$ cat config.mk
export PLATFORM = sky130hd
export DESIGN_NAME = pwm_trip_blanking_window
export DESIGN_NICKNAME = d
export VERILOG_FILES = /design/src/pkg/blank_filter_pkg.sv /design/src/rtl/pwm_trip_blanking_window.sv
export SDC_FILE = /design/constraint.sdc
export NUM_CORES = 1
export LEC_CHECK = 0
export BUFFER_PORTS_ARGS = -buffer_cell sky130_fd_sc_hd__buf_4
export CORE_MARGIN = 10
export CORE_UTILIZATION = 40
export CTS_CLUSTER_DIAMETER = 60
export DETAILED_ROUTE_END_ITERATION = 8
export SYNTH_ARGS = -nofsm -noshare
export SYNTH_HDL_FRONTEND = slang
export SYNTH_SLANG_ARGS = --single-unit
$ cat constraint.sdc
create_clock -name sys_clk -period 2.05 [get_ports sys_clk]
set_input_delay 0.205 -clock sys_clk [delete_from_list [all_inputs] [get_ports sys_clk]]
set_output_delay 0.205 -clock sys_clk [all_outputs]
set_load 0.02 [all_outputs]
$ cat src/pkg/blank_filter_pkg.sv
/*
  Constants, states and carrier types for the compare-event blanking
  filter. Assumes one module clock shared by the filter, the period
  counter that produces the period-start pulse and the trip logic.
*/
package blank_filter_pkg;

  // Unblanked cycles at the start of every window
  localparam logic [1:0] OPEN_DELAY = 2'h3;
  // Hazard zone around the window's closing edge, in module clocks
  localparam logic [2:0] HAZARD_BEFORE = 3'h1;
  localparam logic [2:0] HAZARD_AFTER = 3'h3;
  // Counter widths and reset values
  localparam int CNT_W = 16;
  localparam logic [CNT_W-1:0] CNT_RESET = 16'h0000;
  localparam logic [2:0] AGE_RESET = 3'h0;
  localparam logic [2:0] AGE_IDLE = 3'h7;

  // Window sequencer, one-hot
  typedef enum logic [2:0] {
    WIN_IDLE = 3'b001,
    WIN_OPENING = 3'b010,
    WIN_BLANKING = 3'b100
  } win_state_e;

  // Static configuration from the owning module
  typedef struct packed {
    logic filterEnable;
    logic blankEnable;
    logic [CNT_W-1:0] windowOffset;
    logic [CNT_W-1:0] windowWidth;
  } blank_cfg_s;

  // Observable filter state
  typedef struct packed {
    logic windowOpen;
    logic blanking;
    logic closeHazard;
  } blank_status_s;

endpackage

$ cat src/rtl/pwm_trip_blanking_window.sv
/*
  Blanking-window filter between the compare-event sources and the
  trip-zone unit of the pwm module. A window opens a programmed number
  of cycles after each period start, unless the previous window still runs at the offset match, and lasts a programmed width; it
  masks the filtered event only from its fourth cycle on, and it runs
  on across period boundaries. A trip that falls near the window's
  close is flagged on a one-cycle hazard status pulse, since its short
  tail reaches the trip-zone unit unmasked.
  Assumes the raw compare event, the period-start pulse and the
  configuration come from logic on sys_clk, so none of them is
  synchronised here, and that the configuration only changes while the
  filter is idle or in reset.
*/
// Function
// - Suppress compare trip events while the blanking window blanks.
// - A trip ending under three clocks after close may glitch output.
// - Trip ending 1 before to 3 after close: trip or no trip.
// - No blanking in the window's first 3 cycles; from the fourth on.
// - In the unblanked opening cycles the filtered event follows raw.
// - An open window carries on across a period boundary.
`timescale 1ns/100ps
`default_nettype none

module pwm_trip_blanking_window
  import blank_filter_pkg::*;
(
  // Clock and reset
  input wire logic sys_clk,
  input wire logic nrst,
  // Configuration and period timing
  input wire blank_cfg_s cfg,
  input wire logic periodStart,
  // Compare event in, filtered event out to the trip-zone unit
  input wire logic rawCompareEvent,
  output logic filteredCompareEvent,
  // Filter state
  output blank_status_s status
);

  // Window sequencer state
  win_state_e state_ff, nxt_state;
  logic [CNT_W-1:0] offsetCnt_ff, nxt_offsetCnt;
  logic [CNT_W-1:0] widthCnt_ff, nxt_widthCnt;
  logic [1:0] openCnt_ff, nxt_openCnt;
  logic offsetArmed_ff, nxt_offsetArmed;

  // Output and hazard state
  logic filtered_ff, nxt_filtered;
  logic rawPrev_ff, nxt_rawPrev;
  logic [2:0] sinceClose_ff, nxt_sinceClose;
  logic hazard_ff, nxt_hazard;
  logic windowOpen_ff, nxt_windowOpen;
  logic blanking_ff, nxt_blanking;

  // Combinational helpers
  logic openNow;
  logic lastCycle;
  logic rawFall;
  logic blankNow;
  logic windowBusy;

  // Saturating step of the close-age counter
  function automatic logic [2:0] satInc3(input logic [2:0] v);
    satInc3 = (v == AGE_IDLE) ? v : 3'(v + 3'h1);
  endfunction

  // Count-down step shared by the width counter paths
  function automatic logic [CNT_W-1:0] decCnt(input logic [CNT_W-1:0] v);
    decCnt = CNT_W'(v - 1'b1);
  endfunction

  // Any window state but idle
  assign windowBusy = (state_ff != WIN_IDLE);
  // Window opens when the offset count meets the programmed offset.
  // A match while a window still runs is lost; one window at a time,
  // so a long window simply swallows the next period's opening.
  assign openNow = cfg.blankEnable && offsetArmed_ff &&
                   (offsetCnt_ff == cfg.windowOffset);
  assign lastCycle = windowBusy &&
                     (widthCnt_ff == CNT_RESET);
  assign rawFall = rawPrev_ff && !rawCompareEvent;
  // Mask only in the blanking state, never in the opening cycles
  assign blankNow = (state_ff == WIN_BLANKING);

  // Sequencer next state
  always_comb begin
    nxt_state = state_ff;
    nxt_offsetCnt = offsetCnt_ff;
    nxt_widthCnt = widthCnt_ff;
    nxt_openCnt = openCnt_ff;
    nxt_offsetArmed = offsetArmed_ff;
    // Offset timing restarts each period; the window itself does not
    if (periodStart) begin
      nxt_offsetCnt = CNT_RESET;
      nxt_offsetArmed = 1'b1;
    end else if (offsetArmed_ff) begin
      if (openNow) begin
        nxt_offsetArmed = 1'b0;
      end else begin
        nxt_offsetCnt = CNT_W'(offsetCnt_ff + 1'b1);
      end
    end
    // Window: idle, three unmasked cycles, then masking to the end
    unique case (state_ff)
      WIN_IDLE: begin
        if (openNow && (cfg.windowWidth != CNT_RESET)) begin
          nxt_state = WIN_OPENING;
          nxt_widthCnt = decCnt(cfg.windowWidth);
          nxt_openCnt = 2'h1;
        end
      end
      WIN_OPENING: begin
        // First cycles of the window pass events unmasked
        if (lastCycle) begin
          nxt_state = WIN_IDLE;
        end else begin
          nxt_widthCnt = decCnt(widthCnt_ff);
          if (openCnt_ff == OPEN_DELAY) begin
            nxt_state = WIN_BLANKING;
          end else begin
            nxt_openCnt = 2'(openCnt_ff + 2'h1);
          end
        end
      end
      WIN_BLANKING: begin
        // periodStart is ignored here, the window keeps running
        if (lastCycle) begin
          nxt_state = WIN_IDLE;
        end else begin
          nxt_widthCnt = decCnt(widthCnt_ff);
        end
      end
      default: begin
        nxt_state = WIN_IDLE;
      end
    endcase
    // Disabling blanking drops any window in progress
    if (!cfg.blankEnable) begin
      nxt_state = WIN_IDLE;
    end
  end

  // Sequencer registers
  always_ff @(posedge sys_clk or negedge nrst) begin
    if (!nrst) begin
      state_ff <= WIN_IDLE;
      offsetCnt_ff <= CNT_RESET;
      widthCnt_ff <= CNT_RESET;
      openCnt_ff <= 2'h0;
      offsetArmed_ff <= 1'b0;
    end else begin
      state_ff <= nxt_state;
      offsetCnt_ff <= nxt_offsetCnt;
      widthCnt_ff <= nxt_widthCnt;
      openCnt_ff <= nxt_openCnt;
      offsetArmed_ff <= nxt_offsetArmed;
    end
  end

  // Filtered event, close-edge tracking and status next values
  always_comb begin
    // Status copies lag the state by one cycle
    nxt_rawPrev = rawCompareEvent;
    nxt_windowOpen = windowBusy;
    nxt_blanking = blankNow;
    // Filter path: bypass, mask, or follow the raw event
    if (!cfg.filterEnable) begin
      nxt_filtered = rawCompareEvent;
    end else if (blankNow) begin
      nxt_filtered = 1'b0;
    end else begin
      nxt_filtered = rawCompareEvent;
    end
    // Age since the window closed, saturating when far away
    if (lastCycle) begin
      nxt_sinceClose = AGE_RESET;
    end else begin
      nxt_sinceClose = satInc3(sinceClose_ff);
    end
    // Trip ending near close: the short tail reaches the trip unit.
    // Zone is the last window cycle and the three cycles after it; the
    // filtered path is left alone, only this pulse marks the risk.
    nxt_hazard = 1'b0;
    if (cfg.filterEnable && rawFall) begin
      if (windowBusy && (widthCnt_ff < CNT_W'(HAZARD_BEFORE))) begin
        nxt_hazard = 1'b1;
      end else if (sinceClose_ff < HAZARD_AFTER) begin
        nxt_hazard = 1'b1;
      end
    end
  end

  // Output registers
  always_ff @(posedge sys_clk or negedge nrst) begin
    if (!nrst) begin
      filtered_ff <= 1'b0;
      rawPrev_ff <= 1'b0;
      sinceClose_ff <= AGE_IDLE;
      hazard_ff <= 1'b0;
      windowOpen_ff <= 1'b0;
      blanking_ff <= 1'b0;
    end else begin
      filtered_ff <= nxt_filtered;
      rawPrev_ff <= nxt_rawPrev;
      sinceClose_ff <= nxt_sinceClose;
      hazard_ff <= nxt_hazard;
      windowOpen_ff <= nxt_windowOpen;
      blanking_ff <= nxt_blanking;
    end
  end

  // Outputs straight from flip-flops
  assign filteredCompareEvent = filtered_ff;
  assign status.windowOpen = windowOpen_ff;
  assign status.blanking = blanking_ff;
  assign status.closeHazard = hazard_ff;

endmodule

`default_nettype wire

==> flow_metrics.py, run 1 <==
metrics = {
    "status": {
        "status": "finished, final reports clean",
    },
    "critical_path": {
        "crit_family": "simple AND/OR/NAND/NOR gates",
        "endpoint_kind": "flip-flop",
        "critPathMaxFanout": 7,
        "cp_data_arrival_time_ns": 2.23,
        "cp.required_ns": 2.24,
        "cpMostUsedCell": "o211ai_2",
        "critPathLaunchType": "flip-flop",
        "crit_chain": "or4_4 > nor4_4 > or2b_4 > o21ai_4 > buf_12 > buf_4 > o211ai_2 > o211ai_2",
        "max_stage_delay_ns": 0.55,
        "cp_slowest_cell": "or4_4",
        "cp_num_buf_inv": 2,
        "worst-setup-path-type": "reg -> reg",
    },
    "placement": {
        "globalplace.congestion": 0.7922,
        "pre_cts_slack_ns": -0.03641,
        "place_hpwl_mm": 5.890,
        "portBuffers": 41,
    },
    "global_route": {
        "antenna_found_initial": 0,
        "grt_pass1_vias": 2885,
        "grt_usage": 0.1368,
        "overflow": 0,
        "grt_pass1_wl_mm": 13.40,
        "grt_max_degree": 47,
    },
    "floorplan": {
        "fp.coreArea_um2": 7647,
        "die_w_um": 108.1,
        "io_pins": 42,
        "num_rows": 32,
        "design.die.area_um2": 11680,
        "die_y_um": 108.1,
        "initial_utilization": 0.4058,
    },
    "route": {
        "num_vias": 2909,
        "dr.pass1.iters": 4,
        "first_iter_violations": 81,
        "drcViolationCount": 0,
        "detail_route.vias_per_cell": 5.260,
        "ant_nets": 0,
        "wl_per_cell_um": 14.53,
        "routed_wl_mm": 8.037,
    },
    "cells_and_area": {
        "drive_gt1_frac": 0.3880,
        "nets": 496,
        "syn_to_final_growth_pct": 37.90,
        "antennaDiodeCount": 0,
    },
    "power": {
        "power_density_nw_per_um2": 481.4,
        "ir_drop_mv": 0.3151,
        "p_leak_uw": 0.001900,
    },
    "sta": {
        "setup_violations": 0,
        "post-route-period-util": 0.9956,
        "clock_skew_ns": 0.004554,
        "max_slew.worst_pin.slew_ns": 0.5962,
        "fin_hold_ws_ns": 0.02191,
        "hold_violations": 0,
        "slew_viol_final": 0,
        "layout_setup_ws_ns": 0.008974,
        "rsz0062_at_grt": "true",
        "slew_headroom": 0.6025,
        "min_period_ns": 2.041,
        "fmax_ghz": 0.4900,
    },
    "yosys": {
        "synth_common_cells": "dfrtp_1 (42), nor2_1 (36), a21oi_1 (30), nand2_1 (30), xor2_1 (25)",
        "synth_nets": 395,
        "synth_area_um2": 3103,
        "synth_warnings": 0,
        "synthArstFlopShare": 1.000,
        "synth_sequential_area_ratio": 0.3726,
        "syn_inst": 349,
        "post-synth-top-count-cell": "dfrtp_1",
        "synth_top_area_frac": 0.3387,
        "syn_avg_cell_area_um2": 8.891,
        "yosysTopAreaCell": "dfrtp_1",
        "synth-seq-cells": 46,
        "synth_area_leaders": "dfrtp_1 (34%), xor2_1 (7.1%), a21oi_1 (4.8%)",
        "synth_ff_type": "dfrtp_1",
        "ys_types": 59,
        "synth-edff-count": 0,
    },
    "clocking": {
        "htreeDepth": 2,
        "cts-root-buf": "clkbuf_8",
        "clkSinkCount": 46,
        "cts_made_buffers": 5,
        "clock_path_buffers": 2,
        "cts_tree": "yes",
        "clk_pin_slew_ns": 0.09,
        "clk_latency_ns": 0.30,
    },
    "flow_run": {
        "max-cap-violations": 0,
    },
    "min_path": {
        "hold_class": "in -> reg",
    },
}
sequential cells by signal (all words and copies together) (netlist names):
| register | cells |
|---|---|
| widthCnt_ff | 16 |
| offsetCnt_ff | 16 |
| openCnt_ff | 2 |
| blanking_ff | 1 |
| rawPrev_ff | 1 |
| windowOpen_ff | 1 |
| hazard_ff | 1 |
| offsetArmed_ff | 1 |
| filteredCompareEvent | 1 |
| state_ff | 3 |
| sinceClose_ff | 3 |
through the flow:
stage / power [µW] / setup TNS (ns) / cells / area (µm²) / utilization
after floorplan: 1099 / 0 / 349 / 3103 / -
after global placement: 1221 / -0.002047 / 532 / 3876 / 0.5069
after detailed placement: 1231 / -0.3234 / 532 / 3876 / 0.5069
after CTS: 2072 / -0.006876 / 542 / 4076 / 0.5331
after global routing: 2159 / -0.7686 / 553 / 4279 / 0.5596
final: 2060 / 0 / 553 / 4279 / 0.5596
cell usage in the layout, fill, tap and decap left out, types with 10 or more instances in the layout:
master / synthesis / final
a21oi_1: 30 / 20
nand3_1: 10 / 10
a21oi_2: 0 / 10
o21ai_0: 17 / 16
nor2_1: 36 / 33
o31ai_1: 10 / 10
buf_4: 3 / 103
xor2_1: 25 / 24
dfrtp_1: 42 / 40
nand2_1: 30 / 29
worst paths after layout:
kind / startpoint / endpoint / slack [ns] / cells past startpoint
worst min-delay path: rawCompareEvent / rawPrev_ff$_DFF_PN0_ / 0.02 / 1
worst max register to register: widthCnt_ff[7]$_DFFE_PN0P_ / widthCnt_ff[11]$_DFFE_PN0P_ / 0.009 / 8
worst max-delay path: widthCnt_ff[7]$_DFFE_PN0P_ / widthCnt_ff[11]$_DFFE_PN0P_ / 0.009 / 8
worst min register to register: rawPrev_ff$_DFF_PN0_ / hazard_ff$_DFF_PN0_ / 0.49 / 2
min in group asynchronous: nrst / offsetCnt_ff[11]$_DFFE_PN0P_ / 0.44 / 2
max in group asynchronous: nrst / offsetCnt_ff[6]$_DFFE_PN0P_ / 1.17 / 2
cell type report:
class,instances,area [µm²]
clock buffers,6,82.58
multi-input cells,277,1951
well taps,102,127.6
repair buffers,110,862.1
fillers,695,3368
flip-flops and latches,46,1159
inverters,10,37.54
clock inverters,2,60.06
layer usage:
metal / up-vias / wire (µm) / part of all wire / GRT usage
met1: 1393 / 3755 / 0.47 / 0.1798
met4: 0 / 96 / 0.012 / 0.03435
met5: - / 0 / 0 / 0
li1: 1459 / - / - / -
met2: 51 / 3846 / 0.48 / 0.2267
met3: 6 / 338 / 0.042 / 0.02380
worst reg2reg max path, stage by stage, from the launching register on:
cell and delay [ns]:
dfrtp_1 0.38, or4_4 0.55, nor4_4 0.30, or2b_4 0.17
o21ai_4 0.07, buf_12 0.14, buf_4 0.16, o211ai_2 0.07
o211ai_2 0.10
logic make-up after synthesis:
| logic type | after synthesis | share of synthesized area |
|---|---|---|
| AND/OR/NAND/NOR | 150 | 0.2686 |
| multiplexers | 9 | 0.03105 |
| AO/OA/AOI/OAI | 81 | 0.1698 |
| flip-flops | 46 | 0.3726 |
| XOR/XNOR | 29 | 0.08185 |
| adder cells (fa/ha/maj) | 8 | 0.03226 |
| buffers and inverters | 26 | 0.04395 |
what timing repair did:
item                                    4_1_cts  5_1_grt
hold buffers                                  1        0
gates cloned                                  0        0
pin swaps                                     2        7
endpoints found under the setup margin       15       33
setup buffers                                 1       13
resized for setup                            12       27
endpoints found under the hold margin        42        0
power by group:
| part | leakage (µW) | internal [µW] | switching [µW] |
|---|---|---|---|
| combinational | 0.00123 | 136 | 136 |
| clock | 0.0000714 | 520 | 320 |
| sequential | 0.000598 | 934 | 13.8 |
Power figures use the tool's default switching activity.
==> inputs of run 2 (changes only) <==
ABC_AREA = 1   (was not set)
CAP_MARGIN = 20   (was not set)
REMOVE_ABC_BUFFERS = 1   (was not set)
==> run 2 against run 1 <==
Against the previous run:
- via count increased by 12%
- wire length is 6.0% higher
- die area up 11%
- clock power down 17%
- sequential cell count unchanged
- clock-buffer cell count down 1
- largest power group is now combinational logic
- highest routed layer unchanged
==> flow_metrics.py, run 2 <==
metrics = {
    "yosys": {
        "syn_inst": 514,
        "synth_area_leaders": "dfrtp_1 (30%), nand2_1 (17%), nor2_1 (7.2%)",
        "synth-edff-count": 0,
        "synth-seq-cells": 46,
        "syn_avg_cell_area_um2": 6.862,
        "synth_area_um2": 3527,
        "synth_ff_type": "dfrtp_1",
        "synth_common_cells": "nand2_1 (159), nor2_1 (68), nand3_1 (49)",
        "synth_warnings": 0,
        "synth_top_area_frac": 0.2980,
        "synthArstFlopShare": 1.000,
        "yosysTopAreaCell": "dfrtp_1",
        "post-synth-top-count-cell": "nand2_1",
        "synth_sequential_area_ratio": 0.3278,
        "ys_types": 43,
    },
    "clocking": {
        "cts_made_buffers": 5,
        "clkSinkCount": 46,
        "clk_latency_ns": 0.30,
        "cts-root-buf": "clkbuf_8",
        "htreeDepth": 2,
        "clk_pin_slew_ns": 0.10,
        "cts_tree": "yes",
        "clock_path_buffers": 2,
    },
    "sta": {
        "post-route-period-util": 0.8769,
        "setup-tns-final_ns": 0,
        "max_slew.worst_pin.slew_ns": 0.6055,
        "slew_headroom": 0.5963,
        "clock_skew_ns": 0.008629,
        "setup_violations": 0,
        "layout_setup_ws_ns": 0.2524,
        "rsz0062_at_grt": "false",
        "slew_viol_final": 0,
        "fin_hold_ws_ns": 0.01619,
        "min_period_ns": 1.798,
        "hold_violations": 0,
        "fmax_ghz": 0.5563,
    },
    "power": {
        "p_leak_uw": 0.001967,
        "p_total_uw": 3920,
        "ir_drop_mv": 0.3249,
        "power_density_nw_per_um2": 966.9,
    },
    "flow_run": {
        "max-cap-violations": 0,
    },
    "floorplan": {
        "fp.coreArea_um2": 8636,
        "die_y_um": 113.9,
        "design.die.area_um2": 12970,
        "num_rows": 34,
        "die_w_um": 113.9,
        "initial_utilization": 0.4084,
        "io_pins": 42,
    },
    "route": {
        "wl_per_cell_um": 12.81,
        "ant_nets": 0,
        "routed_wl_mm": 8.517,
        "first_iter_violations": 180,
        "drcViolationCount": 0,
        "dr.pass1.iters": 4,
        "num_vias": 3266,
        "detail_route.vias_per_cell": 4.911,
    },
    "critical_path": {
        "endpoint": "widthCnt_ff[3]$_DFFE_PN0P_",
        "worstRegToRegCells": 9,
        "worst-setup-path-type": "reg -> reg",
        "r2r_slack_ns": 0.25,
        "cp_data_arrival_time_ns": 1.99,
        "cp.required_ns": 2.24,
        "critPathLaunchType": "flip-flop",
        "r2r_end": "widthCnt_ff[3]$_DFFE_PN0P_",
        "r2r-start": "offsetCnt_ff[9]$_DFFE_PN0P_",
        "endpoint_kind": "flip-flop",
        "cp-startpoint": "offsetCnt_ff[9]$_DFFE_PN0P_",
        "critPathMaxFanout": 20,
    },
    "cells_and_area": {
        "syn_to_final_growth_pct": 14.93,
        "antennaDiodeCount": 0,
        "drive_gt1_frac": 0.1759,
        "fillers": 908,
        "nets": 602,
        "final_common_cell": "nand2_1",
        "largest_registers": "offsetCnt_ff: 16 flops, widthCnt_ff: 16 flops",
        "layout_common_cells": "nand2_1 (159), nor2_1 (67), nand3_1 (49)",
        "final_design_area_no_fill_um2": 4054,
        "multi_input_area_um2": 2064,
        "seq_area_um2": 1156,
    },
    "placement": {
        "globalplace.congestion": 0.9046,
        "placed_area_um2": 3899,
        "pre_cts_slack_ns": 0.1251,
        "portBuffers": 41,
        "place_hpwl_mm": 6.652,
    },
    "global_route": {
        "antenna_found_initial": 0,
        "grt_usage": 0.1337,
        "grt_pass1_wl_mm": 14.68,
        "grt_pass1_vias": 3268,
        "overflow": 0,
        "grt_max_degree": 47,
    },
    "min_path": {
        "hold_class": "in -> reg",
    },
    "status": {
        "status": "finished, final reports clean",
    },
}
run 2: repair_timing:
item	in CTS	in global routing
resized for setup	0	3
hold buffers	1	0
hold endpoints to repair	42	0
buffers inserted	0	2
setup endpoints to repair	0	31
run 2: final cells by class:
type	count	area share
multi-input cells	398	0.5093
flip-flops and latches	46	0.2852
repair buffers	48	0.08951
inverters	57	0.05463
well taps	108	0.03333
clock buffers	5	0.01698
clock inverters	3	0.01111
run 2: cell families after synthesis:
family,Yosys count,synth area share
xor+xnor,31,0.07698
fa+ha+maj,8,0.02838
buf+inv,70,0.09152
simple gates,318,0.4009
compound gates,41,0.07450
flops,46,0.3278
run 2: worst min path at each step:
| stage | cells past startpoint | to | start |
|---|---|---|---|
| 6_report | 1 | rawPrev_ff$_DFF_PN0_ | rawCompareEvent |
| 3_5_place_dp | 1 | offsetCnt_ff[6]$_DFFE_PN0P_ | nrst |
| 3_3_place_gp | 1 | offsetCnt_ff[6]$_DFFE_PN0P_ | nrst |
| 2_1_floorplan | 0 | blanking_ff$_DFF_PN0_ | nrst |
| 5_1_grt | 1 | rawPrev_ff$_DFF_PN0_ | rawCompareEvent |
| 4_1_cts | 1 | rawPrev_ff$_DFF_PN0_ | rawCompareEvent |
run 2: critical path, stage by stage, from the launching register on:
cell and delay [ns]:
dfrtp_1 0.43, inv_1 0.12, or2_0 0.14, nand3_1 0.08, nor2_1 0.23, nand4_2 0.18
nand2_4 0.20, nand2_8 0.15, nand2_1 0.10, o21ai_2 0.05
run 2: report_power, final:
part / total (µW) / internal (µW) / switching, µW
Combinational: 1800 / 668 / 1130
Sequential: 1420 / 1190 / 235
Clock: 698 / 363 / 335
Total: 3920 / 2220 / 1700
run 2: routing by layer:
metal  GRT usage  part of all wire  wire length (µm)
met4     0.04678             0.014               121
met5           0                 0                 0
met3     0.02100             0.033               283
met1      0.1654              0.48              4071
met2      0.2299              0.47              4040
run 2: through the flow:
stage / util / cells
floorplan: - / 501
global placement: 0.4515 / 654
detailed placement: 0.4515 / 654
CTS: 0.4658 / 663
global route: 0.4694 / 665
finish: 0.4694 / 665
==> inputs of run 3 (changes only) <==
clock period = 1.9 ns   (was 2.05 ns; I/O delays follow)
==> run 3 against run 2 <==
Against the previous run:
- sequential power is 8% higher
- largest power group unchanged
- cell count is 1.4% higher
- wire length up 1.6%
- highest routed layer unchanged
- critical endpoint is now widthCnt_ff[8]$_DFFE_PN0P_
- hold slack gained 0.10 ns
- clock power decreased by 10%
- total power rose by 7.8%
- setup slack got worse by 0.088 ns
==> flow_metrics.py, run 3 (synthesis results as in run 2) <==
metrics = {
    "cells_and_area": {
        "final_design_area_no_fill_um2": 4119,
        "nets": 611,
        "fillers": 918,
        "syn_to_final_growth_pct": 16.78,
        "layout_common_cells": "nand2_1 (158), nor2_1 (66), buf_4 (55)",
        "final_common_cell": "nand2_1",
        "largest_registers": "offsetCnt_ff: 16 flops, widthCnt_ff: 16 flops",
        "antennaDiodeCount": 0,
        "drive_gt1_frac": 0.1926,
    },
    "power": {
        "sequentialPowerShare": 0.365,
        "power_density_nw_per_um2": 1026,
        "p_int_uw": 2355,
        "clkPwrFrac": 0.149,
        "p_comb_frac": 0.487,
        "p_total_uw": 4227,
        "p_leak_uw": 0.001997,
        "netSwitchingPower_uw": 1872,
        "p_sw_frac": 0.4429,
        "ir_drop_mv": 0.3983,
    },
    "sta": {
        "setup-tns-final_ns": 0,
        "post-route-period-util": 0.9135,
        "fmax_ghz": 0.5762,
        "min_period_ns": 1.736,
        "slew_viol_final": 0,
        "clock_skew_ns": 0.003907,
        "setup_violations": 0,
        "max_slew.worst_pin.slew_ns": 0.6048,
        "hold_violations": 0,
        "slew_headroom": 0.5968,
    },
    "placement": {
        "globalplace.congestion": 0.9253,
        "placed_area_um2": 3951,
        "portBuffers": 41,
        "place_hpwl_mm": 6.652,
    },
    "critical_path": {
        "endpoint_kind": "flip-flop",
        "worst-setup-path-type": "reg -> reg",
        "cp_data_arrival_time_ns": 1.93,
        "critPathMaxFanout": 20,
        "critPathLaunchType": "flip-flop",
        "cp.required_ns": 2.10,
    },
    "clocking": {
        "cts_tree": "yes",
        "clkSinkCount": 46,
        "cts_made_buffers": 5,
        "clk_latency_ns": 0.30,
        "clock_path_buffers": 2,
        "htreeDepth": 2,
        "clk_pin_slew_ns": 0.09,
        "cts-root-buf": "clkbuf_8",
    },
    "route": {
        "wl_per_cell_um": 12.84,
        "drcViolationCount": 0,
        "routed_wl_mm": 8.652,
        "dr.pass1.iters": 5,
        "num_vias": 3334,
        "ant_nets": 0,
        "first_iter_violations": 152,
        "detail_route.vias_per_cell": 4.947,
    },
    "floorplan": {
        "die_w_um": 113.9,
        "design.die.area_um2": 12970,
        "fp.coreArea_um2": 8636,
        "initial_utilization": 0.4084,
        "io_pins": 42,
        "num_rows": 34,
        "die_y_um": 113.9,
    },
    "global_route": {
        "grt_pass1_vias": 3268,
        "overflow": 0,
        "antenna_found_initial": 0,
        "grt_pass1_wl_mm": 14.95,
        "grt_usage": 0.1354,
        "grt_max_degree": 47,
    },
    "status": {
        "status": "finished, final reports clean",
    },
    "flow_run": {
        "max-cap-violations": 0,
    },
    "min_path": {
        "hold_class": "in -> reg",
    },
}
[run 3: per-layer routing]
layer | wire [µm] | global-route usage
met5 | 0 | 0
met4 | 104 | 0.04261
met3 | 299 | 0.02205
met2 | 4137 | 0.2291
met1 | 4110 | 0.1719
[run 3: path summary, 6_finish.rpt]
path                                        startpoint  slack (ns)                             end  cells after the start
max                        offsetCnt_ff[6]$_DFFE_PN0P_        0.16      widthCnt_ff[8]$_DFFE_PN0P_                     11
min                                            cfg[33]        0.12  filteredCompareEvent$_DFF_PN0_                      4
max in group asynchronous                         nrst        1.05           blanking_ff$_DFF_PN0_                      2
max reg2reg                offsetCnt_ff[6]$_DFFE_PN0P_        0.16      widthCnt_ff[8]$_DFFE_PN0P_                     11
min reg2reg                  openCnt_ff[1]$_DFFE_PN0P_        0.50       openCnt_ff[1]$_DFFE_PN0P_                      2
min in group asynchronous                         nrst        0.43     offsetCnt_ff[7]$_DFFE_PN0P_                      2
[run 3: cell type report]
| cell class | count | area (µm²) | area share |
|---|---|---|---|
| clock buffer | 5 | 68.82 | 0.01671 |
| clock inverter | 3 | 21.27 | 0.005164 |
| inverter | 57 | 221.5 | 0.05377 |
| multi-input combinational | 398 | 2083 | 0.5058 |
| sequential | 46 | 1156 | 0.2807 |
| tap | 108 | 135.1 | 0.03281 |
| timing repair buffer | 57 | 432.9 | 0.1051 |
[run 3: per-stage QoR]
step | hold slack, ns | cells | utilization | setup WS [ns]
after floorplan | -0.1056 | 501 | - | 0.1548
after global placement | 0.2472 | 661 | 0.4575 | 0.07602
after detailed placement | 0.2510 | 661 | 0.4575 | 0.01144
after CTS | 0.1105 | 671 | 0.4709 | 0.05674
after global routing | 0.1009 | 674 | 0.4770 | -0.008939
final | 0.1209 | 674 | 0.4770 | 0.1643
[run 3: repair_timing]
action,4_1_cts,5_1_grt
pin swaps,0,1
cloned,0,0
hold endpoints to repair,43,0
setup buffers,0,3
endpoints found under the setup margin,1,34
hold buffers,2,0
gates resized for setup,1,7
[run 3: power by group through the flow]
| stage | combinational, µW | clock (µW) | sequential, µW |
|---|---|---|---|
| floorplan | 1410 | 0 | 1510 |
| global placement | 1920 | 0 | 1550 |
| detailed placement | 1950 | 0 | 1550 |
| CTS | 1960 | 646 | 1540 |
| global route | 2340 | 695 | 1580 |
| finish | 2060 | 628 | 1540 |
[run 3: critical path, stage by stage, from the launching register on]
cell	delay, ns
dfrtp_1	0.39
inv_1	0.12
nand2_1	0.08
nand2_1	0.05
nor2_1	0.12
nand2_1	0.08
nor2_1	0.15
nand4_2	0.15
nand2_4	0.19
nand2_8	0.14
nand2_1	0.11
o21ai_2	0.05
